$ cat src/cbu_pkg.sv
package cbu_pkg;
   // opcode matching: branches compare the top nine bits, call the full word
   localparam logic [15:0] CBU_BR_MASK = 16'hFF80;
   localparam logic [15:0] CBU_OP_NZ = 16'hF580;
   localparam logic [15:0] CBU_OP_Z = 16'hF680;
   localparam logic [15:0] CBU_OP_V = 16'hF080;
   localparam logic [15:0] CBU_OP_NV = 16'hF780;
   localparam logic [15:0] CBU_OP_CALL = 16'hCE24;
   localparam int CBU_IND_W = 7;

   // one-hot instruction kinds
   localparam logic [4:0] CBU_K_NZ = 5'h01;
   localparam logic [4:0] CBU_K_Z = 5'h02;
   localparam logic [4:0] CBU_K_V = 5'h04;
   localparam logic [4:0] CBU_K_NV = 5'h08;
   localparam logic [4:0] CBU_K_CALL = 5'h10;

   // destination memory class
   localparam logic [1:0] CBU_MEM_RAM = 2'h0;
   localparam logic [1:0] CBU_MEM_ROM = 2'h1;
   localparam logic [1:0] CBU_MEM_EXT = 2'h2;

   // base cycle counts per destination, and for an untaken branch
   localparam logic [7:0] CBU_CYC_RAM = 8'h02;
   localparam logic [7:0] CBU_CYC_ROM = 8'h03;
   localparam logic [7:0] CBU_CYC_EXT = 8'h03;
   localparam logic [7:0] CBU_CYC_FALSE = 8'h02;

   // program-counter steps
   localparam logic [15:0] CBU_STEP_ONE = 16'h0001;
   localparam logic [15:0] CBU_STEP_TWO = 16'h0002;

   // register map (byte addresses)
   localparam logic [7:0] CBU_ADDR_CTRL = 8'h00;
   localparam logic [7:0] CBU_ADDR_STATUS = 8'h04;
   localparam int CBU_CTRL_EN = 0;
   localparam int CBU_CTRL_PE = 1;
   localparam int CBU_CTRL_PW_LSB = 4;
   localparam int CBU_PW_W = 4;
   localparam int CBU_STAT_BUSY = 0;
   localparam int CBU_STAT_TAKEN = 1;
   localparam int CBU_STAT_CNT_LSB = 8;
   localparam logic CBU_RST_EN = 1'b1;

   typedef enum logic [1:0]
   {
      CBU_ST_IDLE = 2'b01,
      CBU_ST_EXEC = 2'b10
   } cbu_st_e;

   typedef struct packed
   {
      cbu_st_e st;
      logic [7:0] cnt;
      logic [4:0] kind;
      logic taken;
      logic [15:0] tgt;
      logic [15:0] ret;
      logic [15:0] acc_lo;
      logic [CBU_IND_W-1:0] ind;
      logic done;
      logic pc_load;
      logic [15:0] pc_next;
      logic push;
      logic [15:0] push_data;
      logic overflow_clr;
      logic aux_mod;
      logic [CBU_IND_W-1:0] aux_field;
      logic carry_we;
      logic rpt_clear;
      logic busy;
      logic enable;
      logic pe;
      logic [CBU_PW_W-1:0] pw;
      logic last_taken;
      logic [7:0] count;
      logic pready;
      logic [31:0] prdata;
      logic pslverr;
   } cbu_state_s;
endpackage

$ cat src/cbu_dec_if.sv
`timescale 1ns/1ps
// decode request and result between the unit and its decoder
interface cbu_dec_if;
   logic [15:0] word;
   logic [31:0] acc;
   logic overflow_flag;
   logic [1:0] dest;
   logic pe;
   logic [cbu_pkg::CBU_PW_W-1:0] pw;
   logic hit;
   logic [4:0] kind;
   logic taken;
   logic [7:0] cycles;

   modport dec (input word, acc, overflow_flag, dest, pe, pw, output hit, kind, taken, cycles);
   modport use_side (output word, acc, overflow_flag, dest, pe, pw, input hit, kind, taken, cycles);
endinterface

$ cat src/cbu_decode.sv
`timescale 1ns/1ps
module cbu_decode
(
   // decode request and result
   cbu_dec_if.dec d
);
   logic [7:0] p8;
   logic [7:0] base;
   logic [7:0] fetch;

   // kind from opcode; branches ignore their indirect field bits
   always_comb
   begin
      d.kind = 5'h00;
      if ((d.word & cbu_pkg::CBU_BR_MASK) == cbu_pkg::CBU_OP_NZ)
         d.kind = cbu_pkg::CBU_K_NZ;
      else if ((d.word & cbu_pkg::CBU_BR_MASK) == cbu_pkg::CBU_OP_Z)
         d.kind = cbu_pkg::CBU_K_Z;
      else if ((d.word & cbu_pkg::CBU_BR_MASK) == cbu_pkg::CBU_OP_V)
         d.kind = cbu_pkg::CBU_K_V;
      else if ((d.word & cbu_pkg::CBU_BR_MASK) == cbu_pkg::CBU_OP_NV)
         d.kind = cbu_pkg::CBU_K_NV;
      else if (d.word == cbu_pkg::CBU_OP_CALL)
         d.kind = cbu_pkg::CBU_K_CALL;
      d.hit = (d.kind != 5'h00);
   end

   // branch conditions; the call always transfers
   always_comb
   begin
      case (d.kind)
         cbu_pkg::CBU_K_NZ: d.taken = (d.acc != 32'h0000_0000);
         cbu_pkg::CBU_K_Z: d.taken = (d.acc == 32'h0000_0000);
         cbu_pkg::CBU_K_V: d.taken = d.overflow_flag;
         cbu_pkg::CBU_K_NV: d.taken = !d.overflow_flag;
         default: d.taken = 1'b1;
      endcase
   end

   // cycle cost: base by destination plus external fetch penalty
   always_comb
   begin
      p8 = {4'h0, d.pw};
      case (d.dest)
         cbu_pkg::CBU_MEM_ROM: base = cbu_pkg::CBU_CYC_ROM;
         cbu_pkg::CBU_MEM_EXT: base = 8'(cbu_pkg::CBU_CYC_EXT + p8);
         default: base = cbu_pkg::CBU_CYC_RAM;
      endcase
      if (!d.taken)
         base = cbu_pkg::CBU_CYC_FALSE;
      // the call fetches once from slow memory, a branch twice
      fetch = (d.kind == cbu_pkg::CBU_K_CALL) ? p8 : 8'(p8 << 1);
      d.cycles = d.pe ? 8'(base + fetch) : base;
   end
endmodule

$ cat src/cbu_unit.sv
`timescale 1ns/1ps
module cbu_unit
(
   // clock, enable and reset
   input wire logic clock,
   input wire logic ce,
   input wire logic rst,
   // instruction issue from fetch
   input wire logic instr_valid,
   input wire logic [15:0] instr_word,
   input wire logic [15:0] instr_arg,
   input wire logic [15:0] pc,
   input wire logic [31:0] acc,
   input wire logic overflow_flag,
   input wire logic [1:0] dest_mem,
   input wire logic rpt_active,
   // results toward pc, stack, status and aux logic
   output logic done,
   output logic pc_load,
   output logic [15:0] pc_next,
   output logic push,
   output logic [15:0] push_data,
   output logic overflow_clr,
   output logic aux_mod,
   output logic [6:0] aux_field,
   output logic carry_we,
   output logic rpt_clear,
   output logic busy,
   // apb slave
   input wire logic psel,
   input wire logic penable,
   input wire logic pwrite,
   input wire logic [7:0] paddr,
   input wire logic [31:0] pwdata,
   output logic pready,
   output logic [31:0] prdata,
   output logic pslverr
);
   cbu_pkg::cbu_state_s r;
   cbu_pkg::cbu_state_s next_r;
   cbu_dec_if dif();
   logic accept;
   logic mapped;
   logic [31:0] rd_word;

   cbu_decode u_dec
   (
      .d(dif.dec)
   );

   // decoder sees the live issue word and the programmed fetch timing
   assign dif.word = instr_word;
   assign dif.acc = acc;
   assign dif.overflow_flag = overflow_flag;
   assign dif.dest = dest_mem;
   assign dif.pe = r.pe;
   assign dif.pw = r.pw;

   // a new instruction is only taken while idle and enabled
   assign accept = instr_valid && r.enable && dif.hit && (r.st == cbu_pkg::CBU_ST_IDLE);

   // register read mux; unmapped addresses answer with an error
   always_comb
   begin
      mapped = 1'b1;
      rd_word = 32'h0000_0000;
      case (paddr)
         cbu_pkg::CBU_ADDR_CTRL:
         begin
            rd_word[cbu_pkg::CBU_CTRL_EN] = r.enable;
            rd_word[cbu_pkg::CBU_CTRL_PE] = r.pe;
            rd_word[cbu_pkg::CBU_CTRL_PW_LSB +: cbu_pkg::CBU_PW_W] = r.pw;
         end
         cbu_pkg::CBU_ADDR_STATUS:
         begin
            rd_word[cbu_pkg::CBU_STAT_BUSY] = r.busy;
            rd_word[cbu_pkg::CBU_STAT_TAKEN] = r.last_taken;
            rd_word[cbu_pkg::CBU_STAT_CNT_LSB +: 8] = r.count;
         end
         default: mapped = 1'b0;
      endcase
   end

   // next state: bus slave plus the execution sequence
   always_comb
   begin
      next_r = r;
      next_r.done = 1'b0;
      next_r.pc_load = 1'b0;
      next_r.push = 1'b0;
      next_r.overflow_clr = 1'b0;
      next_r.aux_mod = 1'b0;
      next_r.rpt_clear = 1'b0;
      next_r.carry_we = 1'b0; // carry is never touched here
      // pready rises one cycle into the access phase, then drops
      if (psel && penable && !r.pready)
      begin
         next_r.pready = 1'b1;
         next_r.pslverr = !mapped;
         next_r.prdata = mapped ? rd_word : 32'h0000_0000;
      end
      else
      begin
         next_r.pready = 1'b0;
         next_r.pslverr = 1'b0;
         // write lands at the completing edge only
         if (psel && penable && r.pready && pwrite && paddr == cbu_pkg::CBU_ADDR_CTRL)
         begin
            next_r.enable = pwdata[cbu_pkg::CBU_CTRL_EN];
            next_r.pe = pwdata[cbu_pkg::CBU_CTRL_PE];
            next_r.pw = pwdata[cbu_pkg::CBU_CTRL_PW_LSB +: cbu_pkg::CBU_PW_W];
         end
      end
      case (r.st)
         cbu_pkg::CBU_ST_IDLE:
         begin
            if (accept)
            begin
               next_r.st = cbu_pkg::CBU_ST_EXEC;
               next_r.busy = 1'b1;
               next_r.kind = dif.kind;
               next_r.taken = dif.taken;
               next_r.cnt = 8'(dif.cycles - 8'h01);
               next_r.tgt = instr_arg; // second word is the target
               next_r.ret = 16'(pc + cbu_pkg::CBU_STEP_TWO);
               next_r.acc_lo = acc[15:0]; // upper half ignored
               next_r.ind = instr_word[cbu_pkg::CBU_IND_W-1:0];
               // a repeat must not iterate these, so cancel it now
               next_r.rpt_clear = rpt_active;
               if (dif.kind == cbu_pkg::CBU_K_CALL)
               begin
                  // push happens before the redirect at done
                  next_r.push = 1'b1;
                  next_r.push_data = 16'(pc + cbu_pkg::CBU_STEP_ONE);
               end
            end
         end
         cbu_pkg::CBU_ST_EXEC:
         begin
            if (r.cnt == 8'h01)
            begin
               next_r.st = cbu_pkg::CBU_ST_IDLE;
               next_r.busy = 1'b0;
               next_r.done = 1'b1;
               next_r.pc_load = 1'b1;
               next_r.last_taken = r.taken;
               next_r.count = 8'(r.count + 8'h01);
               if (r.kind == cbu_pkg::CBU_K_CALL)
                  next_r.pc_next = r.acc_lo;
               else
               begin
                  next_r.pc_next = r.taken ? r.tgt : r.ret;
                  // aux update applies whether or not the branch is taken
                  next_r.aux_mod = 1'b1;
                  next_r.aux_field = r.ind;
               end
               next_r.overflow_clr = (r.kind == cbu_pkg::CBU_K_NV) || ((r.kind == cbu_pkg::CBU_K_V) && r.taken);
            end
            else
               next_r.cnt = 8'(r.cnt - 8'h01);
         end
         default:
         begin
            next_r.st = cbu_pkg::CBU_ST_IDLE;
            next_r.busy = 1'b0;
         end
      endcase
   end

   // one register for the whole state; rst wins, otherwise ce low freezes everything
   always_ff @(posedge clock)
   begin
      if (rst)
      begin
         r <= '0;
         r.st <= cbu_pkg::CBU_ST_IDLE;
         r.enable <= cbu_pkg::CBU_RST_EN;
      end
      else if (ce)
         r <= next_r;
   end

   // outputs straight from the state register
   assign done = r.done;
   assign pc_load = r.pc_load;
   assign pc_next = r.pc_next;
   assign push = r.push;
   assign push_data = r.push_data;
   assign overflow_clr = r.overflow_clr;
   assign aux_mod = r.aux_mod;
   assign aux_field = r.aux_field;
   assign carry_we = r.carry_we;
   assign rpt_clear = r.rpt_clear;
   assign busy = r.busy;
   assign pready = r.pready;
   assign prdata = r.prdata;
   assign pslverr = r.pslverr;

   // checks below assume ce stays high over the window they watch
   property p_nz_taken;
      @(posedge clock) disable iff (rst)
      (ce && accept && dif.kind == cbu_pkg::CBU_K_NZ && acc != 32'h0000_0000) |=> r.taken;
   endproperty
   a_nz_taken: assert property (p_nz_taken) else $error("nonzero branch not taken");

   property p_z_fall;
      @(posedge clock) disable iff (rst)
      (r.pc_load && r.kind == cbu_pkg::CBU_K_Z && !r.taken) |-> (r.pc_next == r.ret);
   endproperty
   a_z_fall: assert property (p_z_fall) else $error("zero branch fall-through wrong");

   property p_v_clear;
      @(posedge clock) disable iff (rst)
      (r.done && r.kind == cbu_pkg::CBU_K_V) |-> (r.overflow_clr == r.taken);
   endproperty
   a_v_clear: assert property (p_v_clear) else $error("overflow clear mismatch");

   property p_nv_clear;
      @(posedge clock) disable iff (rst)
      (r.done && r.kind == cbu_pkg::CBU_K_NV) |-> r.overflow_clr;
   endproperty
   a_nv_clear: assert property (p_nv_clear) else $error("no-overflow branch left flag");

   property p_call_push;
      @(posedge clock) disable iff (rst)
      (ce && accept && dif.kind == cbu_pkg::CBU_K_CALL) |=> (r.push && r.push_data == 16'($past(pc) + 16'h0001));
   endproperty
   a_call_push: assert property (p_call_push) else $error("call push missing");

   property p_call_pc;
      @(posedge clock) disable iff (rst)
      (ce && accept && dif.kind == cbu_pkg::CBU_K_CALL && dest_mem == cbu_pkg::CBU_MEM_RAM && !r.pe)
      |-> ##2 (r.done && r.pc_next == $past(acc[15:0], 2));
   endproperty
   a_call_pc: assert property (p_call_pc) else $error("call target or timing wrong");

   property p_carry;
      @(posedge clock) disable iff (rst)
      (r.push || r.done) |-> !carry_we;
   endproperty
   a_carry: assert property (p_carry) else $error("carry written");

   property p_rpt;
      @(posedge clock) disable iff (rst)
      (ce && accept && rpt_active) |=> r.rpt_clear;
   endproperty
   a_rpt: assert property (p_rpt) else $error("repeat not cancelled");

   property p_rom_call;
      @(posedge clock) disable iff (rst)
      (ce && accept && dif.kind == cbu_pkg::CBU_K_CALL && dest_mem == cbu_pkg::CBU_MEM_ROM && !r.pe)
      |=> !r.done [*2] ##1 r.done;
   endproperty
   a_rom_call: assert property (p_rom_call) else $error("rom call not three cycles");

   property p_aux;
      @(posedge clock) disable iff (rst)
      (r.done && r.kind != cbu_pkg::CBU_K_CALL) |-> (r.aux_mod && r.aux_field == r.ind);
   endproperty
   a_aux: assert property (p_aux) else $error("aux update missing");

   property p_ret;
      @(posedge clock) disable iff (rst)
      (ce && accept && dif.kind != cbu_pkg::CBU_K_CALL) |=> (r.ret == 16'($past(pc) + 16'h0002));
   endproperty
   a_ret: assert property (p_ret) else $error("two-word return wrong");
endmodule

$ cat config.mk
export PLATFORM = sky130hd
export DESIGN_NAME = cbu_unit
export DESIGN_NICKNAME = d
export VERILOG_FILES = /design/src/cbu_pkg.sv /design/src/cbu_dec_if.sv /design/src/cbu_decode.sv /design/src/cbu_unit.sv
export SDC_FILE = /design/constraint.sdc
export NUM_CORES = 1
export LEC_CHECK = 0
export BUFFER_PORTS_ARGS = -buffer_cell sky130_fd_sc_hd__buf_2
export CAP_MARGIN = 0
export CELL_PAD_IN_SITES_DETAIL_PLACEMENT = 1
export CELL_PAD_IN_SITES_GLOBAL_PLACEMENT = 1
export CORE_ASPECT_RATIO = 1.5
export CORE_MARGIN = 2
export CORE_UTILIZATION = 38
export CTS_BUF_LIST = sky130_fd_sc_hd__clkbuf_16
export DETAILED_ROUTE_END_ITERATION = 10
export PLACE_DENSITY = 0.83
export SETUP_SLACK_MARGIN = 0.1
export SLEW_MARGIN = 20
export SYNTH_ARGS = -nofsm -noshare
export SYNTH_HDL_FRONTEND = slang
export SYNTH_HIERARCHICAL = 1
export SYNTH_SLANG_ARGS = --single-unit
$ cat constraint.sdc
create_clock -name clock -period 5.4 [get_ports clock]
set_input_delay 1.08 -clock clock [delete_from_list [all_inputs] [get_ports clock]]
set_output_delay 1.08 -clock clock [all_outputs]
set_load 0.02 [all_outputs]
# Word level (Yosys, flattened, before mapping)
# Cells that the tools add are included.
dict set report op_classes {
  n_addsub 7
  n_eq_ne 22
  mux 36
  n_bitwise 2
  n_reduce_logical 27
}
# op count
set op_table {}
lappend op_table {{71-bit two-way mux} 1}
lappend op_table {{17-bit two-way mux} 3}
lappend op_table {{16-bit two-way mux} 3}
lappend op_table {{8-bit two-way mux} 5}
lappend op_table {{9-bit equality test, second input constant} 4}
lappend op_table {{18-bit two-way mux} 2}
lappend op_table {{32-bit logical NOT} 1}
lappend op_table {{8-bit one-hot mux with 2 select lines} 2}
lappend op_table {{32-bit nonzero test} 1}
lappend op_table {{5-bit two-way mux} 6}
lappend op_table {{9-bit two-way mux} 2}
lappend op_table {{16-bit by 1-bit adder with 16-bit output, second input constant} 1}
lappend op_table {{16-bit by 2-bit adder with 16-bit output, second input constant} 1}
lappend op_table {{16-bit equality test, second input constant} 1}
lappend op_table {{8-bit by 1-bit subtractor with 8-bit output, second input constant} 2}
lappend op_table {{3-bit AND reduction} 4}
lappend op_table {{4-bit AND reduction} 3}
lappend op_table {{5-bit by 3-bit equality test with 1-bit output, second input constant} 2}
lappend op_table {{5-bit by 4-bit equality test with 1-bit output, second input constant} 2}
lappend op_table {{5-bit equality test, second input constant} 2}
lappend op_table {{1-bit logical AND} 9}
lappend op_table {{8-bit by 1-bit adder with 8-bit output, second input constant} 1}
lappend op_table {{8-bit adder} 1}
lappend op_table {{8-bit by 1-bit equality test with 1-bit output, second input constant} 1}
lappend op_table {{other kinds (21)} 34}
dict set report totals {
  register_bits 166
  output_inout_bits 81
  word_cells 120
}

# Logic depth before layout (Yosys ltp)
dict set report logic_depth {
  depth_word 14
  ltp_mapped 18
}

# Hierarchy
# The synthesis kept the hierarchy.
# mod instances cells_per_inst area_per_inst_um2 seq_area_each_um2
set modules_own_cells {}
lappend modules_own_cells {cbu_unit 1 817 6876.6 2922.8}
lappend modules_own_cells {cbu_decode 1 105 724.4 0.0}

# Worst setup path after synthesis
# OpenSTA, ideal clock, no wires.
dict set report synth_timing {
  kind {input to register}
  from {input acc[24]}
  to {register r[164] in the netlist's numbering}
  setup_ns 0.075
  arrival_ns 4.186
  required_ns 5.325
  path_slack_ns 1.140
  path_stages 16
  path_cell_list {nor4_1 > nand4_1 > nor3_1 > nor4b_4 > or3_1 > ha_1 > a21o_1 > a21oi_1 > xnor2_1 > nand2_1 > o41ai_1 > or4_1 > nor4_1 > xor2_1 > a21oi_1 > o22ai_1}
}
dict set report synth_via {
  elab_chain_len 8
  word_cells_on_any_way 9
  classes_between {add/sub: 2; mux: 5; reduce/logical: 2}
}
# item line_no
set synth_lines {}
lappend synth_lines {{start, declared} cbu_unit.sv:13} ;# input wire logic [31:0] acc,
lappend synth_lines {{32-bit logical NOT or 32-bit nonzero test (tied branches)} {cbu_decode.sv:33, cbu_decode.sv:32}}
lappend synth_lines {{1-bit one-hot mux with 4 select lines *} cbu_decode.sv:31} ;# case (d.kind)
lappend synth_lines {{8-bit two-way mux *} cbu_decode.sv:49} ;# if (!d.taken)
lappend synth_lines {{8-bit adder} cbu_decode.sv:53} ;# d.cycles = d.pe ? 8'(base + fetch) : base;
lappend synth_lines {{8-bit two-way mux *} cbu_decode.sv:53}
lappend synth_lines {{named net dif.cycles[3]} cbu_dec_if.sv:13} ;# logic [7:0] cycles;
lappend synth_lines {{8-bit by 1-bit subtractor with 8-bit output *} cbu_unit.sv:123} ;# next_r.cnt = 8'(dif.cycles - 8'h01);
lappend synth_lines {{71-bit two-way mux *} cbu_unit.sv:117} ;# if (accept)
lappend synth_lines {{8-bit one-hot mux with 2 select lines *} cbu_unit.sv:114} ;# case (r.st)
lappend synth_lines {{end signal, assigned} cbu_unit.sv:180} ;# r <= next_r;
lappend synth_lines {{end, declared} cbu_unit.sv:39} ;# cbu_pkg::cbu_state_s r;
# The timed path passes the listed nets; every way through them passes the cells marked *. The select of a mux whose other input is x is not followed.
# A chain may end at the register's enable or synchronous reset.

# Final worst setup path
dict set report layout_timing {
  from {input acc[5]}
  to {register r[164] in the netlist's numbering}
}
# Same word-level chain as after synthesis.

==> flow_summary_export.csv <==
group,metric,value,unit
grt,grt.total_usage,20.04,%
layout,antenna_cells,0,
critical_path,crit_end,"r[164]",
grt,grt_max_degree,78,
logic_synthesis,synth_top_area_share,38.45,%
run,drv_cap,0,
sta,period_minus_slack,4.562,ns
critical_path,cp.depth,17,
drt,drtIter0Drc,304,
logic_synthesis,synth.cell_area,7601,µm²
grt,grt_overflow,0,
cts,cts_max_path_buffers,2,
logic_synthesis,ys_top_cells_by_area,"dfxtp_1 (38%), nand2_1 (8.1%), buf_4 (8.0%)",
layout,final_common_cell,"buf_2",
critical_path,worstPathCellList,"buf_2 > nor4_1 > nand4_1 > nor3_1 > nor4b_4 > or3_1 > ha_1 > a21o_1 > a21oi_1 > xnor2_1 > nand2_1 > o41ai_1 > or4_1 > nor4_1 > xor2_1 > a21oi_1 > o22ai_1",
critical_path,crit_path_end_kind,"register",
critical_path,ff2ff_setup_slack,1.73,ns
floorplan,die_h,177.2,µm
logic_synthesis,syn_avg_cell_area,8.244,µm²
worst_hold_path,min_from,"r[103]",
cts,cts_tree,"yes",
cts,clock-sinks,146,
critical_path,cp_top_family,"simple AND/OR/NAND/NOR gates",
sta,rsz0062_at_grt,"false",
cts,cts.clk_slew.worst_paths,0.07,ns
sta,max_freq,0.2192,GHz
cts,htreeDepth,4,
place,port_buffers,166,
floorplan,start_util,38.57,%
status,status,"complete, no violations",
floorplan,io_pins,212,
sta,post-route-period-util,84.48,%
cts,cts-root-buf,"clkbuf_16",
cts,clock_latency,0.42,ns
critical_path,worst_path_largest_cell_delay,0.57,ns
power,ir_drop,204.5,µV
sta,drv_slew,0,
layout,final_area,8631,µm²
grt,grt_pass1_vias,6628,
layout,fin_util,43.80,%
cts,hold_buffers,0,
logic_synthesis,ys_warn_count,6,
drt,wl_per_cell,16.79,µm
logic_synthesis,synth_edf_count,0,
critical_path,rr_worst_depth,16,
place,post_dp_cell_area,8070,µm²
floorplan,core,19710,µm²
sta,hold_viol_final,0,
place,place_ws,0.3714,ns
drt,drtPass1Iterations,4,
logic_synthesis,synth_cell_type_count,71,
sta,slew_headroom,25.90,%
floorplan,rows,63,
grt,grt_pass1_wl,33.64,mm
drt,remaining_drc_errors,0,
cts,cts_made_buffers,17,
place,placedCellCount,1246,
critical_path,slowest_stage,"or4_1",
place,hpwl,16.05,mm
floorplan,die_x,119.5,µm
drt,postRouteAntennaNets,0,
critical_path,crit_start,"acc[5]",
layout,drive_gt1_share,22.91,%
layout,final_cell_mix,"buf_2 (165), nand2_1 (164), dfxtp_1 (146)",
worst_hold_path,hold_path_class,"reg2reg",
floorplan,dieArea,21170,µm²
logic_synthesis,syn_inst,922,
critical_path,timing.critical_path.buf_inv,1,
sta,setup-violations-final,0,
sta,layout_setup_ws,0.8382,ns
layout,fin_cells,1277,
grt,antenna_found_initial,0,
sta,finalClockSkew,0.009458,ns
critical_path,critPathLaunchType,"input pin",
place,place.gp.congestion,0.8195,
power,power.density,273.8,nW/µm²
drt,num_vias,6558,
layout,final_nets,1151,
critical_path,crit_fanout,4,
sta,tightest_slew,1.110,ns
drt,viasPerCell,5.135,
critical_path,path_class,"in2reg",
power,p_leak,3.447,nW
cts,cts_resized,0,
critical_path,rr_startpoint,"dif.pw[0]",
logic_synthesis,ys_seq_area_share,38.45,%
cts,post_cts_buffers,0,
critical_path,cp.arrival,4.91,ns
logic_synthesis,synth_top_area_cell,"dfxtp_1",
logic_synthesis,ys.flop_type,"dfxtp_1",
logic_synthesis,synth-async-reset-ratio,0,%
sta,finalSetupTns,0,ns
layout,area_growth,13.55,%
critical_path,worstPathRequired,5.75,ns
logic_synthesis,ys_ff_latch,146,
critical_path,timing.rr.end,"r[164]",
layout,fillers,2473,
drt,drt-total-wl,21.44,mm
==> synthesized netlist by cell type, types with 3 or more instances <==
master and number:
nand2b_1 3, or2_2 3, inv_1 14, nor4_1 14, xor2_1 20, nand4_1 10, a211oi_1 26, nor2b_1 4
buf_2 14, or3_1 3, o21ai_0 14, buf_4 81, dfxtp_1 146, a21oi_1 86, a22oi_1 15, o22ai_1 4
nor3_1 19, o21a_1 3, nor2_1 83, and3_1 3, mux2i_1 31, nand2_1 164, o211ai_1 17, clkbuf_1 31
ha_1 14, nand3_1 15, xnor2_1 25, a21o_1 4, a32o_1 3
==> per-layer routing <==
| metal | part of all wire, % | track usage (%) | vias up | wire [µm] |
|---|---|---|---|---|
| li1 | - | - | 3245 | - |
| met1 | 39 | 21.01 | 3139 | 8465 |
| met2 | 54 | 39.21 | 149 | 11650 |
| met3 | 3.9 | 3.705 | 25 | 831 |
| met4 | 2.3 | 7.108 | 0 | 498 |
| met5 | 0 | 0 | - | 0 |
==> worst min-delay path by stage <==
| stage | to | slack [ns] | cells past startpoint |
|---|---|---|---|
| 3_3_place_gp | pc_next[15] | 0.44 | 2 |
| 3_5_place_dp | r[103] | 0.45 | 2 |
| 5_1_grt | r[121] | 0.47 | 2 |
| 6_report | r[103] | 0.45 | 2 |
| 2_1_floorplan | r[119] | 0.44 | 2 |
| 4_1_cts | r[103] | 0.46 | 2 |
==> report_power, final <==
group / internal, W / total (W) / switching (W)
Clock: 0.000610 / 0.00113 / 0.000523
Sequential: 0.00108 / 0.00108 / 0.000000905
Combinational: 0.0000549 / 0.000151 / 0.0000965
Total: 0.00174 / 0.00236 / 0.000620
==> registers in the layout, indices dropped and copies added, names as in the netlist <==
| signal | count |
|---|---|
| aux_mod | 1 |
| r | 81 |
| done | 1 |
| aux_field | 7 |
| dif.pe | 1 |
| rpt_clear | 1 |
| pc_next | 16 |
| push_data | 16 |
| dif.pw | 4 |
| overflow_clr | 1 |
| pready | 1 |
| prdata | 14 |
| pslverr | 1 |
| push | 1 |
==> final cells by class <==
class / count / area (µm²) / share of cell area (%)
tap: 260 / 325.3 / 3.769
clock inverter: 14 / 135.1 / 1.566
multi-input combinational: 649 / 3861 / 44.74
inverter: 16 / 60.06 / 0.6959
clock buffer: 17 / 425.4 / 4.929
sequential: 146 / 2923 / 33.86
timing repair buffer: 175 / 900.9 / 10.44
==> stage by stage <==
step	hold slack (ns)	power [W]
after floorplan	0.4357	0.001195
after global placement	0.4406	0.001251
after detailed placement	0.4485	0.001255
after CTS	0.4581	0.002395
after global routing	0.4720	0.002451
final	0.4545	0.002363
==> logic make-up after synthesis <==
logic type	count (synthesis)	synth area share, %
flip-flops	146	38.45
other	2	0.09880
multiplexers	32	4.230
AO/OA/AOI/OAI	187	15.62
buffers and inverters	146	11.70
XOR/XNOR	45	5.185
AND/OR/NAND/NOR	349	22.14
adder cells (fa/ha/maj)	15	2.568
==> tightest hold or removal path: cells and delay by family (launching register included) <==
family	cells	cell delay, ns
DFF	1	0.31
AOI/OAI and AO/OA	1	0.05
and+or+nand+nor	1	0.05
No activity file was read; power rests on OpenSTA's default activity.
